**src/pkg/cos_consts.svh**
```systemverilog
// Offsets, field positions, reset values and timing counts of the
// control output stage. Included by the package and by the modules.
`ifndef COS_CONSTS_SVH
`define COS_CONSTS_SVH

`define COS_A_CTRL 8'h00
`define COS_A_FUNC 8'h04
`define COS_A_CYCLE 8'h08
`define COS_A_LIMIT 8'h0c
`define COS_A_HYS_HC 8'h10
`define COS_A_HYS_LIM 8'h14
`define COS_A_PRESET 8'h18
`define COS_A_STATUS 8'h1c

`define COS_F_FWD 0
`define COS_F_STOP 1
`define COS_F_ONOFF 2
`define COS_F_RF1 0
`define COS_F_AF2 4
`define COS_F_AF3 6
`define COS_F_RFA1 8
`define COS_F_RFA2 12
`define COS_F_HLOOP 16
`define COS_F_CLOOP 17
`define COS_F_HI 0
`define COS_F_LO 8
`define COS_F_HYS_UP 0
`define COS_F_HYS_LO 16
`define COS_F_CYC_C 16
`define COS_F_PRE_C 8
`define COS_F_ST_LVH 8
`define COS_F_ST_LVC 16

`define COS_PCT_W 7
`define COS_CYC_W 9
`define COS_CNT_W 15
`define COS_PRE_W 24
`define COS_PV_W 16

`define COS_CYC_DEF 9'h002
`define COS_CYC_MIN 9'h001
`define COS_CYC_MAX 9'h12c
`define COS_PCT_MAX 7'h64
`define COS_LIM_HI_DEF 7'h64
`define COS_LIM_LO_DEF 7'h00
`define COS_PRESET_DEF 7'h00
`define COS_HYS_DEF 16'h0001
`define COS_SLICES 7'h64

`define COS_CLK_NS 25
`define COS_SLICE_NS 10000000
`define COS_SLICE_CYC (`COS_SLICE_NS / `COS_CLK_NS)

`endif

```
**src/pkg/cos_pkg.sv**
```systemverilog
// Types of the control output stage.
// Assumes cos_consts.svh is on the include path.
`include "cos_consts.svh"
package cos_pkg;
  typedef enum logic [2:0] {RF_HEAT, RF_COOL, RF_ALARM_ONE, RF_ALARM_TWO,
    RF_ALARM_THREE, RF_RUN} cos_rf_e;
  typedef enum logic [1:0] {AF_HEAT, AF_COOL, AF_RETRANS} cos_af_e;
  typedef logic [`COS_PCT_W-1:0] cos_pct_t;
  typedef logic [`COS_CYC_W-1:0] cos_cyc_t;
  typedef struct packed {
    cos_pct_t lvl;
    logic pulse;
    logic loop;
  } cos_ana_s;
  typedef struct packed {
    logic ack;
    logic [31:0] dat;
    logic forward_action, stop, onoff, heat_loop, cool_loop;
    cos_rf_e rf1, rfa1, rfa2;
    cos_af_e af2, af3;
    cos_cyc_t cyc_h, cyc_c;
    cos_pct_t lim_hi, lim_lo, pre_h, pre_c;
    logic [15:0] hys_hc, hys_up, hys_lo;
    logic hyst_heat, hyst_cool, relay1, aux1, aux2;
    cos_ana_s o2, o3;
  } cos_state_s;
  typedef struct packed {
    logic [`COS_PRE_W-1:0] pre;
    logic [`COS_CNT_W-1:0] cnt;
    cos_pct_t lvl;
    logic on;
    logic wrap;
  } cos_tp_state_s;
endpackage

```
**src/pkg/cos_tp_if.sv**
```systemverilog
// Carrier between the output stage and a time-proportioning generator.
// Assumes cos_consts.svh is on the include path.
`timescale 1ns/1ps
`include "cos_consts.svh"
interface cos_tp_if;
  logic [`COS_CYC_W-1:0] cycle_sec;
  logic [`COS_PCT_W-1:0] level;
  logic on;
  logic wrap;
  modport ctl (output cycle_sec, output level, input on, input wrap);
  modport gen (input cycle_sec, input level, output on, output wrap);
endinterface

```
**src/rtl/cos_tprop.sv**
```systemverilog
// Time-proportioning generator: one on/off pulse per cycle time.
// Assumes a 40 MHz core_clk and a level of 0 to 100 percent.
`timescale 1ns/1ps
`include "cos_consts.svh"
module cos_tprop
  import cos_pkg::*;
#(
  parameter int unsigned SLICE_CYCLES = `COS_SLICE_CYC
)(
  input wire logic core_clk,
  input wire logic sys_rst,
  cos_tp_if.gen tp
);

  cos_tp_state_s q, d;
  logic tick;
  logic [`COS_CNT_W-1:0] period, on_time;

  ////////////////////////////////////////////////////////////////////////
  // The cycle is cut into hundredths; the level is latched only at the
  // start of a cycle so that a changing demand never splits a pulse.
  always_comb
  begin
    d = q;
    d.wrap = 1'b0;
    tick = (q.pre == `COS_PRE_W'(SLICE_CYCLES - 1));
    // Both factors are widened first: 300 s times 100 slices needs 15 bits.
    period = `COS_CNT_W'(tp.cycle_sec) * `COS_CNT_W'(`COS_SLICES);
    d.pre = tick ? '0 : q.pre + 1'b1;
    if (tick)
    begin
      if (q.cnt + 1'b1 >= period)
      begin
        d.cnt = '0;
        d.lvl = tp.level;
        d.wrap = 1'b1;
      end
      else
        d.cnt = q.cnt + 1'b1;
    end
    on_time = `COS_CNT_W'(tp.cycle_sec) * `COS_CNT_W'(d.lvl);
    d.on = (d.cnt < on_time);
  end

  always_ff @(posedge core_clk)
  begin
    if (sys_rst)
      q <= '0;
    else
      q <= d;
  end

  assign tp.on = q.on;
  assign tp.wrap = q.wrap;
endmodule // cos_tprop

```
**src/rtl/cos_output_stage.sv**
```systemverilog
// Control output stage: routing, action, limits, hysteresis, presets
// and time-proportional drive of relay and analog outputs.
// Assumes a classic Wishbone master and same-clock control inputs.
//
// Operation
// - Relay one: heat/cool/alarms/run, default alarm one.
// - Cool only on H/C; frozen in on/off.
// - Output two: heat/cool/retransmit, default heat.
// - Output three same, only when fitted.
// - Heating analog drive: pulse or loop, pulse default.
// - Cooling analog drive: own pulse/loop choice.
// - Aux relay one, if fitted, default alarm two.
// - Aux relay two, if fitted, default alarm two.
// - Forward action drives hard above setpoint.
// - Reverse action, default, drives hard below setpoint.
// - Heating cycle time 1 to 300 s.
// - Cooling cycle time separate, 1 to 300 s.
// - Level outside stop or error never above high limit.
// - Level outside stop or error never below low limit, unless low limit is set above high.
// - H/C on/off uses one hysteresis band.
// - Plain on/off uses upper and lower hysteresis.
// - Stop or error forces heating preset.
// - Stop or error forces cooling preset.
//
// The Wishbone interface to the registers and the register addresses were left to the implementer.
`timescale 1ns/1ps
`include "cos_consts.svh"
module cos_output_stage
  import cos_pkg::*;
#(
  parameter bit HC_MODEL = 1'b1,
  parameter bit HAS_ANALOG_OUTPUT_THREE = 1'b1,
  parameter bit HAS_AUX1 = 1'b1,
  parameter bit HAS_AUX2 = 1'b1,
  parameter int unsigned SLICE_CYCLES = `COS_SLICE_CYC
)(
  input wire logic core_clk,
  input wire logic sys_rst,
  input wire logic [7:0] wb_adr_i,
  input wire logic [31:0] wb_dat_i,
  input wire logic [3:0] wb_sel_i,
  input wire logic wb_we_i,
  input wire logic wb_cyc_i,
  input wire logic wb_stb_i,
  output logic [31:0] wb_dat_o,
  output logic wb_ack_o,
  input wire logic signed [`COS_PV_W-1:0] process_value,
  input wire logic signed [`COS_PV_W-1:0] setpoint,
  input wire logic [`COS_PCT_W-1:0] heat_demand,
  input wire logic [`COS_PCT_W-1:0] cool_demand,
  input wire logic [`COS_PCT_W-1:0] retrans_level,
  input wire logic [2:0] alarm_active,
  input wire logic run_active,
  input wire logic algo_err,
  input wire logic adc_err,
  input wire logic open_sensor,
  output logic relay_output_one,
  output logic aux_relay_one,
  output logic aux_relay_two,
  output logic [`COS_PCT_W-1:0] analog_output_two_level,
  output logic analog_output_two_pulse,
  output logic analog_output_two_loop,
  output logic [`COS_PCT_W-1:0] analog_output_three_level,
  output logic analog_output_three_pulse,
  output logic analog_output_three_loop
);

  ////////////////////////////////////////////////////////////////////////
  // Helpers.
  function automatic cos_state_s rst_state();
    cos_state_s s;
    s = '0;
    s.rf1 = RF_ALARM_ONE;
    s.af2 = AF_HEAT;
    s.af3 = AF_HEAT;
    s.rfa1 = RF_ALARM_TWO;
    s.rfa2 = RF_ALARM_TWO;
    s.cyc_h = `COS_CYC_DEF;
    s.cyc_c = `COS_CYC_DEF;
    s.lim_hi = `COS_LIM_HI_DEF;
    s.lim_lo = `COS_LIM_LO_DEF;
    s.pre_h = `COS_PRESET_DEF;
    s.pre_c = `COS_PRESET_DEF;
    s.hys_hc = `COS_HYS_DEF;
    s.hys_up = `COS_HYS_DEF;
    s.hys_lo = `COS_HYS_DEF;
    return s;
  endfunction

  localparam cos_state_s RST_STATE = rst_state();

  function automatic logic rf_ok(logic [2:0] v);
    return (v <= 3'(RF_RUN)) && (HC_MODEL || v != 3'(RF_COOL));
  endfunction

  function automatic logic af_ok(logic [1:0] v);
    return (v <= 2'(AF_RETRANS)) && (HC_MODEL || v != 2'(AF_COOL));
  endfunction

  // Out of range cycle times are pulled to the nearest legal value.
  function automatic cos_cyc_t cyc_fix(cos_cyc_t v);
    if (v < `COS_CYC_MIN)
      return `COS_CYC_MIN;
    else if (v > `COS_CYC_MAX)
      return `COS_CYC_MAX;
    return v;
  endfunction

  function automatic cos_pct_t pct_fix(cos_pct_t v);
    return (v > `COS_PCT_MAX) ? `COS_PCT_MAX : v;
  endfunction

  // The high limit wins when software sets the low one above it.
  function automatic cos_pct_t clamp(cos_pct_t v, cos_pct_t lo,
                                     cos_pct_t hi);
    cos_pct_t m;
    m = (v < lo) ? lo : v;
    return (m > hi) ? hi : m;
  endfunction

  function automatic logic relay_fn(cos_rf_e f, logic h, logic c,
                                    logic [2:0] a, logic r);
    case (f)
      RF_HEAT: return h;
      RF_COOL: return c;
      RF_ALARM_ONE: return a[0];
      RF_ALARM_TWO: return a[1];
      RF_ALARM_THREE: return a[2];
      default: return r;
    endcase
  endfunction

  function automatic cos_ana_s ana_fn(cos_af_e f, cos_pct_t hl,
    cos_pct_t cl, cos_pct_t rl, logic hon, logic con, logic hlp,
    logic clp);
    cos_ana_s a;
    case (f)
      AF_HEAT: a = '{hl, hon & ~hlp, hlp};
      AF_COOL: a = '{cl, con & ~clp, clp};
      default: a = '{rl, 1'b0, 1'b1};
    endcase
    return a;
  endfunction

  function automatic logic [31:0] merge(logic [31:0] o, logic [31:0] n,
                                        logic [3:0] sel);
    logic [31:0] r;
    for (int i = 0; i < 4; i++)
      r[i*8 +: 8] = sel[i] ? n[i*8 +: 8] : o[i*8 +: 8];
    return r;
  endfunction

  ////////////////////////////////////////////////////////////////////////
  // State and datapath.
  cos_state_s q, d;
  cos_tp_if tp [2] ();
  logic fault, hold, req, heat_on, cool_on;
  logic signed [`COS_PV_W:0] dev;
  logic [15:0] thr_up, thr_lo;
  cos_pct_t heat_level, cool_level;
  logic [31:0] rd, w;

  genvar gi;
  generate
    for (gi = 0; gi < 2; gi++)
    begin : g_tp
      cos_tprop #(.SLICE_CYCLES(SLICE_CYCLES)) u_tp (
        .core_clk(core_clk),
        .sys_rst(sys_rst),
        .tp(tp[gi])
      );
    end
  endgenerate

  assign tp[0].cycle_sec = q.cyc_h;
  assign tp[0].level = heat_level;
  assign tp[1].cycle_sec = q.cyc_c;
  assign tp[1].level = cool_level;

  always_comb
  begin
    d = q;
    d.ack = 1'b0;
    fault = algo_err | adc_err | open_sensor;
    hold = fault | q.stop;
    // Positive deviation always means the heating side should act.
    if (q.forward_action)
      dev = {process_value[15], process_value} - {setpoint[15], setpoint};
    else
      dev = {setpoint[15], setpoint} - {process_value[15], process_value};
    thr_up = HC_MODEL ? q.hys_hc : q.hys_up;
    thr_lo = HC_MODEL ? q.hys_hc : q.hys_lo;
    if (dev >= $signed({1'b0, thr_lo}))
      d.hyst_heat = 1'b1;
    else if (dev <= -$signed({1'b0, thr_up}))
      d.hyst_heat = 1'b0;
    if (!HC_MODEL)
      d.hyst_cool = 1'b0;
    else if (-dev >= $signed({1'b0, q.hys_hc}))
      d.hyst_cool = 1'b1;
    else if (-dev <= -$signed({1'b0, q.hys_hc}))
      d.hyst_cool = 1'b0;

    if (hold)
      heat_level = q.pre_h;
    else if (q.onoff)
      heat_level = clamp(q.hyst_heat ? `COS_PCT_MAX : '0, q.lim_lo,
                         q.lim_hi);
    else
      heat_level = clamp(heat_demand, q.lim_lo, q.lim_hi);
    if (!HC_MODEL)
      cool_level = '0;
    else if (hold)
      cool_level = q.pre_c;
    else if (q.onoff)
      cool_level = clamp(q.hyst_cool ? `COS_PCT_MAX : '0, q.lim_lo,
                         q.lim_hi);
    else
      cool_level = clamp(cool_demand, q.lim_lo, q.lim_hi);
    // On/off control switches directly; presets always go through the
    // time-proportioning generator so a fault never latches full power.
    heat_on = (q.onoff && !hold) ? q.hyst_heat : tp[0].on;
    cool_on = HC_MODEL && ((q.onoff && !hold) ? q.hyst_cool : tp[1].on);

    d.relay1 = relay_fn(q.rf1, heat_on, cool_on, alarm_active,
                        run_active);
    d.aux1 = HAS_AUX1 && relay_fn(q.rfa1, heat_on, cool_on, alarm_active,
                                  run_active);
    d.aux2 = HAS_AUX2 && relay_fn(q.rfa2, heat_on, cool_on, alarm_active,
                                  run_active);
    d.o2 = ana_fn(q.af2, heat_level, cool_level, retrans_level, heat_on,
                  cool_on, q.heat_loop, q.cool_loop);
    d.o3 = HAS_ANALOG_OUTPUT_THREE ? ana_fn(q.af3, heat_level, cool_level, retrans_level,
                             heat_on, cool_on, q.heat_loop, q.cool_loop)
                    : '0;

    ////////////////////////////////////////////////////////////////////
    // Register read decode.
    rd = '0;
    if (wb_adr_i == `COS_A_CTRL)
    begin
      rd[`COS_F_FWD] = q.forward_action;
      rd[`COS_F_STOP] = q.stop;
      rd[`COS_F_ONOFF] = q.onoff;
    end
    else if (wb_adr_i == `COS_A_FUNC)
    begin
      rd[`COS_F_RF1 +: 3] = q.rf1;
      rd[`COS_F_AF2 +: 2] = q.af2;
      rd[`COS_F_AF3 +: 2] = HAS_ANALOG_OUTPUT_THREE ? q.af3 : AF_HEAT;
      rd[`COS_F_RFA1 +: 3] = q.rfa1;
      rd[`COS_F_RFA2 +: 3] = q.rfa2;
      rd[`COS_F_HLOOP] = q.heat_loop;
      rd[`COS_F_CLOOP] = q.cool_loop;
    end
    else if (wb_adr_i == `COS_A_CYCLE)
    begin
      rd[0 +: `COS_CYC_W] = q.cyc_h;
      rd[`COS_F_CYC_C +: `COS_CYC_W] = q.cyc_c;
    end
    else if (wb_adr_i == `COS_A_LIMIT)
    begin
      rd[`COS_F_HI +: `COS_PCT_W] = q.lim_hi;
      rd[`COS_F_LO +: `COS_PCT_W] = q.lim_lo;
    end
    else if (wb_adr_i == `COS_A_HYS_HC)
      rd[15:0] = q.hys_hc;
    else if (wb_adr_i == `COS_A_HYS_LIM)
      rd = {q.hys_lo, q.hys_up};
    else if (wb_adr_i == `COS_A_PRESET)
    begin
      rd[0 +: `COS_PCT_W] = q.pre_h;
      rd[`COS_F_PRE_C +: `COS_PCT_W] = q.pre_c;
    end
    else if (wb_adr_i == `COS_A_STATUS)
    begin
      rd[5:0] = {hold, cool_on, heat_on, q.aux2, q.aux1, q.relay1};
      rd[`COS_F_ST_LVH +: `COS_PCT_W] = heat_level;
      rd[`COS_F_ST_LVC +: `COS_PCT_W] = cool_level;
    end

    ////////////////////////////////////////////////////////////////////
    // Register write decode; illegal codes leave the field unchanged.
    req = wb_cyc_i && wb_stb_i && !q.ack;
    w = merge(rd, wb_dat_i, wb_sel_i);
    if (req)
    begin
      d.ack = 1'b1;
      d.dat = rd;
    end
    if (req && wb_we_i)
    begin
      if (wb_adr_i == `COS_A_CTRL)
      begin
        d.forward_action = w[`COS_F_FWD];
        d.stop = w[`COS_F_STOP];
        d.onoff = w[`COS_F_ONOFF];
      end
      else if (wb_adr_i == `COS_A_FUNC)
      begin
        if (!q.onoff && rf_ok(w[`COS_F_RF1 +: 3]))
          d.rf1 = cos_rf_e'(w[`COS_F_RF1 +: 3]);
        if (af_ok(w[`COS_F_AF2 +: 2]))
          d.af2 = cos_af_e'(w[`COS_F_AF2 +: 2]);
        if (HAS_ANALOG_OUTPUT_THREE && af_ok(w[`COS_F_AF3 +: 2]))
          d.af3 = cos_af_e'(w[`COS_F_AF3 +: 2]);
        if (HAS_AUX1 && rf_ok(w[`COS_F_RFA1 +: 3]))
          d.rfa1 = cos_rf_e'(w[`COS_F_RFA1 +: 3]);
        if (HAS_AUX2 && rf_ok(w[`COS_F_RFA2 +: 3]))
          d.rfa2 = cos_rf_e'(w[`COS_F_RFA2 +: 3]);
        d.heat_loop = w[`COS_F_HLOOP];
        d.cool_loop = w[`COS_F_CLOOP];
      end
      else if (wb_adr_i == `COS_A_CYCLE)
      begin
        d.cyc_h = cyc_fix(w[0 +: `COS_CYC_W]);
        d.cyc_c = cyc_fix(w[`COS_F_CYC_C +: `COS_CYC_W]);
      end
      else if (wb_adr_i == `COS_A_LIMIT)
      begin
        d.lim_hi = pct_fix(w[`COS_F_HI +: `COS_PCT_W]);
        d.lim_lo = pct_fix(w[`COS_F_LO +: `COS_PCT_W]);
      end
      else if (wb_adr_i == `COS_A_HYS_HC)
        d.hys_hc = w[15:0];
      else if (wb_adr_i == `COS_A_HYS_LIM)
      begin
        d.hys_up = w[`COS_F_HYS_UP +: 16];
        d.hys_lo = w[`COS_F_HYS_LO +: 16];
      end
      else if (wb_adr_i == `COS_A_PRESET)
      begin
        d.pre_h = pct_fix(w[0 +: `COS_PCT_W]);
        d.pre_c = pct_fix(w[`COS_F_PRE_C +: `COS_PCT_W]);
      end
    end
  end

  always_ff @(posedge core_clk)
  begin
    if (sys_rst)
      q <= RST_STATE;
    else
      q <= d;
  end

  assign wb_ack_o = q.ack;
  assign wb_dat_o = q.dat;
  assign relay_output_one = q.relay1;
  assign aux_relay_one = q.aux1;
  assign aux_relay_two = q.aux2;
  assign analog_output_two_level = q.o2.lvl;
  assign analog_output_two_pulse = q.o2.pulse;
  assign analog_output_two_loop = q.o2.loop;
  assign analog_output_three_level = q.o3.lvl;
  assign analog_output_three_pulse = q.o3.pulse;
  assign analog_output_three_loop = q.o3.loop;
endmodule // cos_output_stage

```
**config.mk**
```make
export PLATFORM = sky130hd
export DESIGN_NAME = cos_output_stage
export DESIGN_NICKNAME = d
export VERILOG_FILES = /design/src/pkg/cos_pkg.sv /design/src/pkg/cos_tp_if.sv /design/src/rtl/cos_tprop.sv /design/src/rtl/cos_output_stage.sv
export VERILOG_INCLUDE_DIRS = /design/src /design/src/pkg
export SDC_FILE = /design/constraint.sdc
export NUM_CORES = 1
export LEC_CHECK = 0
export BUFFER_PORTS_ARGS = -buffer_cell sky130_fd_sc_hd__buf_2
export CORE_ASPECT_RATIO = 0.7
export CORE_MARGIN = 2
export CORE_UTILIZATION = 45
export DETAILED_ROUTE_END_ITERATION = 10
export GPL_TIMING_DRIVEN = 0
export PLACE_DENSITY = 0.58
export SYNTH_ARGS = -nofsm -noshare
export SYNTH_HDL_FRONTEND = slang
export SYNTH_HIERARCHICAL = 1
export SYNTH_SLANG_ARGS = --single-unit
```
**constraint.sdc**
```tcl
create_clock -name core_clk -period 22.7 [get_ports core_clk]
set_clock_uncertainty 0.15 [all_clocks]
set_input_delay 0 -clock core_clk [delete_from_list [all_inputs] [get_ports core_clk]]
set_output_delay 0 -clock core_clk [all_outputs]
set_load 0.01 [all_outputs]
```
==> results of run 1 <==
layer usage:
layer / GRT usage / up-vias
li1: - / 11500
met2: 0.484 / 982
met4: 0.0769 / 0
met1: 0.480 / 11900
met3: 0.0656 / 139
met5: 0 / -
state kept, by name, indices dropped and copies added, names as in the netlist:
register,count
relay_output_one,1
tp.cycle_sec,18
analog_output_two_loop,1
wb_dat_o,32
q,80
g_tp.u_tp/q,92
analog_output_three_pulse,1
analog_output_three_loop,1
wb_ack_o,1
analog_output_two_pulse,1
analog_output_two_level,7
analog_output_three_level,7
g_tp.u_tp/tp.on,2
thr_lo,16
aux_relay_two,1
aux_relay_one,1
area by class of cell:
| cell class | count | area [sq um] | share of cell area |
|---|---|---|---|
| clock inverter | 15 | 204 | 0.00719 |
| timing repair buffer | 233 | 1540 | 0.0542 |
| buffer | 159 | 810 | 0.0285 |
| clock buffer | 39 | 835 | 0.0294 |
| inverter | 266 | 998 | 0.0352 |
| tap | 740 | 926 | 0.0326 |
| antenna | 1 | 2.50 | 0.0000882 |
| multi-input combinational | 2454 | 17800 | 0.628 |
| sequential | 262 | 5250 | 0.185 |
timing repair:
action	in CTS	in global routing
buffers inserted	0	0
hold endpoints to repair	139	0
endpoints found under the setup margin	0	0
hold buffers	72	0
worst register-to-register path: cells and delay by family, from the launching register on:
| family | cells | cell delay [ns] |
|---|---|---|
| compound gates | 14 | 4.54 |
| xor+xnor | 1 | 0.44 |
| fa+ha+maj | 8 | 3.26 |
| buf+inv | 5 | 0.96 |
| flops | 1 | 0.34 |
| mux | 2 | 0.99 |
| simple gates | 6 | 0.75 |
power breakdown:
| group | total [uW] | internal (uW) | switching (uW) | leakage (uW) |
|---|---|---|---|---|
| clock network | 526 | 296 | 230 | 0.000488 |
| registers | 468 | 464 | 3.71 | 0.00212 |
| logic | 249 | 90.9 | 158 | 0.0101 |
| total | 1240 | 851 | 392 | 0.0127 |
layout by cell type, fill, tap and decap left out, drive strengths merged, types with 9 or more instances in the layout:
| master | count |
|---|---|
| nor4 | 16 |
| or2 | 11 |
| a31oi | 22 |
| and3 | 23 |
| o22ai | 15 |
| inv | 267 |
| mux2 | 22 |
| o31ai | 17 |
| clkbuf | 134 |
| fa | 76 |
| nand2b | 43 |
| nor2 | 322 |
| nand3b | 10 |
| and2 | 32 |
| a22o | 12 |
| a21oi | 225 |
| nor2b | 84 |
| o221ai | 9 |
| buf | 225 |
| nor3 | 88 |
| ha | 325 |
| a22oi | 12 |
| nand3 | 107 |
| a2111oi | 13 |
| xnor2 | 85 |
| a211oi | 36 |
| or3 | 27 |
| dfxtp | 262 |
| nand2 | 287 |
| a21o | 60 |
| dlygate4sd3 | 72 |
| o21a | 32 |
| mux2i | 51 |
| nand4 | 34 |
| o21ai | 135 |
| o211ai | 34 |
| xor2 | 65 |
worst max-delay path by stage:
stage                  startpoint                 end  slack, ns  depth (start not counted)
2_1_floorplan  tp[0].cycle_sec[3]  g_tp[0].u_tp/tp.on      13.36                         37
3_3_place_gp                q[89]  g_tp[1].u_tp/tp.on      11.39                         36
3_5_place_dp                q[89]  g_tp[1].u_tp/tp.on      11.33                         34
4_1_cts                     q[89]  g_tp[0].u_tp/tp.on      11.32                         37
5_1_grt                     q[89]  g_tp[0].u_tp/tp.on      10.46                         37
6_report                    q[88]  g_tp[1].u_tp/tp.on      11.19                         36
through the flow:
stage / std cells / hold slack (ns) / worst slack (ns) / cell area (sq um) / power (uW)
after floorplan: 3141 / -0.0784 / 13.36 / 24900 / 627
after global placement: 4039 / 0.133 / 11.39 / 26600 / 707
after detailed placement: 4042 / 0.136 / 11.33 / 26600 / 711
after CTS: 4168 / 0.0178 / 11.32 / 28400 / 1240
after global routing: 4168 / 0.0814 / 10.46 / 28400 / 1290
final: 4169 / 0.0407 / 11.19 / 28400 / 1240
==> out/metrics.yaml, run 1 <==
grt_usage: 0.325
cp.arrival_ns: 11.87
drive_gt1_frac: 0.100
gp_congestion: 1.06
grt_max_degree: 18
reg2reg_from: "q[88]"
worst_path_dominant_cell_family: "compound AO/OA/AOI/OAI gates"
cts_buffer_depth: 3
cts_max_level: 1
cp.required_ns: 23.06
clk_pin_slew_ns: 0.07
area_growth_pct: 14.1
fin_crit_sh: 0.507
post-route-min-period_ns: 11.51
initial_core_util: 0.452
ir_drop_mv: 0.0576
rrSetupSlack_ns: 11.19
wirelength_mm: 95.2
met2_length_mm: 39.3
grt_pass1_wl_mm: 144
hp-class: "input port to register"
fmax_mhz: 86.9
slowest_delay_ns: 1.10
r2r_cells: 36
syn_avg_cell_area_sq_um: 7.92
synth_nets: 3651
cts-root-buf: "clkbuf_16"
core-area_sq_um: 55000
wl_met1_mm: 45.1
tightestPinTransition_ns: 1.44
antenna_found_initial: 3
whs_path_depth: 6
status: "completed"
utilization: 0.516
worst-path-buf-inv: 5
port-buffer-count: 158
power_density_nw_per_um2: 43.8
setup-tns-final_ns: 0
cts.sinks: 262
critPathCaptureType: "register"
num_io_pins: 163
hold_viol: 0
fillers: 5374
final_nets: 3916
grt-ovfl-total: 0
finalMaxSlewViolations: 0
start_kind: "register"
dp_hpwl_mm: 75.8
syn_inst: 3141
synth_area_sq_um: 24900
cts_tree: "built"
wl_met3_mm: 8.59
hold_end: "wb_dat_o[10]"
cts_made_buffers: 30
p_leak_uw: 0.0127
critPathMaxFanout: 10
rr_endpoint: "g_tp[1].u_tp/tp.on"
drc: 0
drtIter0Drc: 2500
cts_resized: 0
hp-start: "wb_cyc_i"
clock_latency_ns: 0.64
grt_pass1_vias: 23700
die_h_um: 201
finalSetupViolCount: 0
post_drt_wl_per_cell_um: 22.8
viasPerCell: 5.88
slowest_stage: "a221oi_1"
critPathKind: "register to register"
drv_cap: 0
dieArea_sq_um: 57200
ant_nets: 0
relSlewSlack: 0.0388
rows: 72
rsz0062_at_grt: "no"
yosys_warnings: 6
highest_layer: "met4"
die_w_um: 285
dr.pass1.iters: 8
vias: 24500
Power figures use the tool's default switching activity.
==> run 2, diff against run 1 <==
--- a/config.mk
+++ b/config.mk
@@ -6,6 +6,7 @@
 export SDC_FILE = /design/constraint.sdc
 export NUM_CORES = 1
 export LEC_CHECK = 0
+export ABC_AREA = 1
 export BUFFER_PORTS_ARGS = -buffer_cell sky130_fd_sc_hd__buf_2
 export CORE_ASPECT_RATIO = 0.7
 export CORE_MARGIN = 2
==> constraint.sdc (replaced) <==
create_clock -name core_clk -period 10.9 [get_ports core_clk]
set_clock_uncertainty 0.15 [all_clocks]
set_input_delay 0 -clock core_clk [delete_from_list [all_inputs] [get_ports core_clk]]
set_output_delay 0 -clock core_clk [all_outputs]
set_load 0.01 [all_outputs]
==> run 2 against run 1 <==
Non-clock buffer count down 30. Count of clock-buffer cells in the layout is 1 lower. Sequential power grew 110%. Sequential share of layout area shrank 0.22 points. Hold slack worse by 0.021 ns. Largest cell class unchanged. Largest power group unchanged. Highest routed layer is now met5.
==> out/metrics.yaml, run 2 <==
p_leak_uw: 0.0144  # +14%
cts_setup_buffers: 0  # unchanged
final_cell_count_no_fill: 4693  # +13%
critPathMaxFanout: 8  # -2
area_growth_pct: 14.0  # about the same
rows: 72  # unchanged
grt_usage: 0.285  # -0.0400
clock_latency_ns: 0.60  # -0.04 ns
viasPerCell: 5.23  # -11%
worst-path-buf-inv: 8  # +3
drc: 0  # unchanged
ir_drop_mv: 0.131  # +130%
hold_viol: 0  # unchanged
dp_hpwl_mm: 67.3  # -11%
wirelength_mm: 83.4  # -12%
die_w_um: 287  # +0.63%
slowest_stage: "dfxtp_1"
grt_pass1_wl_mm: 129  # -10%
fmax_mhz: 99.0  # +14%
port-buffer-count: 162  # +2.5%
antenna_found_initial: 1  # -2
reg2reg_from: "tp[0].cycle_sec[4]"
syn_inst: 3658  # +16%
critPathCaptureType: "register"
synth_nets: 4168  # +14%
syn_avg_cell_area_sq_um: 6.88  # -13%
place_ws_ns: 0.872  # -10.46 ns
cp.arrival_ns: 10.45  # -1.42 ns
diodes: 0  # -1
finalSetupViolCount: 0  # unchanged
rsz0062_at_grt: "no"
crit_path_frequent_cell: "nand2_1"
finalMaxSlewViolations: 0  # unchanged
drive_gt1_frac: 0.110  # +0.00969
start_kind: "register"
drv_cap: 0  # unchanged
cp.required_ns: 11.24  # -11.82 ns
gp_congestion: 1.01  # -4.9%
slowest_delay_ns: 0.58  # -0.52 ns
vias: 24500  # +0.19%
cts.sinks: 262  # unchanged
cts_made_buffers: 30  # unchanged
regMostFlops: "g_tp.u_tp/q"
initial_core_util: 0.456  # +0.00354
cts_max_level: 1  # unchanged
synth_area_sq_um: 25200  # +1.3%
cp-endpoint: "g_tp[0].u_tp/tp.on"
rrSetupSlack_ns: 0.79  # -10.40 ns
largest_reg_flops: 92  # unchanged
core-area_sq_um: 55200  # +0.49%
utilization: 0.520  # +0.00357
dieArea_sq_um: 57900  # +1.3%
cts-root-buf: "clkbuf_16"
status: "completed"
relSlewSlack: 0.272  # +0.233
r2r_cells: 48  # +33%
hp-class: "input port to register"
grt-ovfl-total: 0  # unchanged
mostFrequentLayoutCells: "nand2_1 (741), inv_1 (572), nor2_1 (325), ha_1 (325), a21oi_1 (309)"
critPathKind: "register to register"
rr_endpoint: "g_tp[0].u_tp/tp.on"
ant_nets: 0  # unchanged
power_density_nw_per_um2: 90.8  # +110%
dp.cells: 4560  # +13%
cts_buffer_depth: 3  # unchanged
setup-tns-final_ns: 0  # unchanged
crit_start: "tp[0].cycle_sec[4]"
fin_ws_ns: 0.795  # -10.40 ns
p_total_uw: 2610  # +110%
drtIter0Drc: 2357  # -5.7%
tightestPinTransition_ns: 1.08  # -0.358 ns
num_io_pins: 163  # unchanged
final_common_cell: "nand2_1"
dr.pass1.iters: 5  # -3
fin_crit_sh: 0.927  # +0.420
crit_cells: 48  # +33%
worst_path_dominant_cell_family: "adder cells"
clk_pin_slew_ns: 0.07  # about the same
post-route-min-period_ns: 10.11  # -1.40 ns
die_h_um: 202  # +0.62%
yosys_warnings: 6  # unchanged
final_nets: 4439  # +13%
grt_pass1_vias: 22500  # -5.2%
post_drt_wl_per_cell_um: 17.8  # -22%
grt_max_degree: 15  # -3
cts_tree: "built"
-- run 2: layout make-up --
cell class	instances	area (sq um)
sequential	262	5250
clock buffer	38	832
tap	740	926
fill	5725	26500
multi-input combinational	2683	17000
buffer	123	673
inverter	590	2220
clock inverter	18	190
timing repair buffer	239	1580
-- run 2: report_power, final --
part,switching [uW],internal (uW)
registers,14.4,970
clock network,467,614
logic,346,197
-- run 2: worst min-delay path by stage --
stage	from	to	cells past startpoint
final	wb_adr_i[1]	wb_dat_o[16]	7
after global placement	wb_dat_i[27]	q[34]	3
after floorplan	wb_dat_i[25]	q[32]	2
after detailed placement	wb_dat_i[28]	q[35]	3
after CTS	wb_adr_i[1]	wb_dat_o[16]	7
after global routing	wb_adr_i[1]	wb_dat_o[16]	7
-- run 2: timing repair --
action / 4_1_cts / 5_1_grt
resized for setup: 0 / 0
hold buffers: 77 / 0
hold endpoints to repair: 132 / 0
-- run 2: layer usage --
layer | part of all wire | global-route usage | routed length, um | vias to the layer above
met5 | 0.00020 | 0.00333 | 17 | -
met4 | 0.018 | 0.0551 | 1480 | 2
met3 | 0.10 | 0.0694 | 8670 | 94
met2 | 0.37 | 0.376 | 30500 | 968
met1 | 0.51 | 0.457 | 42700 | 11100
li1 | - | - | - | 12400
-- run 2: worst min-delay path, delay by kind of cell --
kind,cells,cell delay [ns]
simple gates,4,0.42
buf+inv,1,0.08
compound gates,2,0.22
-- run 2: per-stage QoR --
step / hold slack (ns) / instance area (sq um)
floorplan: 0.0376 / 25200
global route: 0.0935 / 28700
detailed placement: 0.148 / 26900
global placement: 0.134 / 26900
CTS: 0.000510 / 28700
finish: 0.0192 / 28700
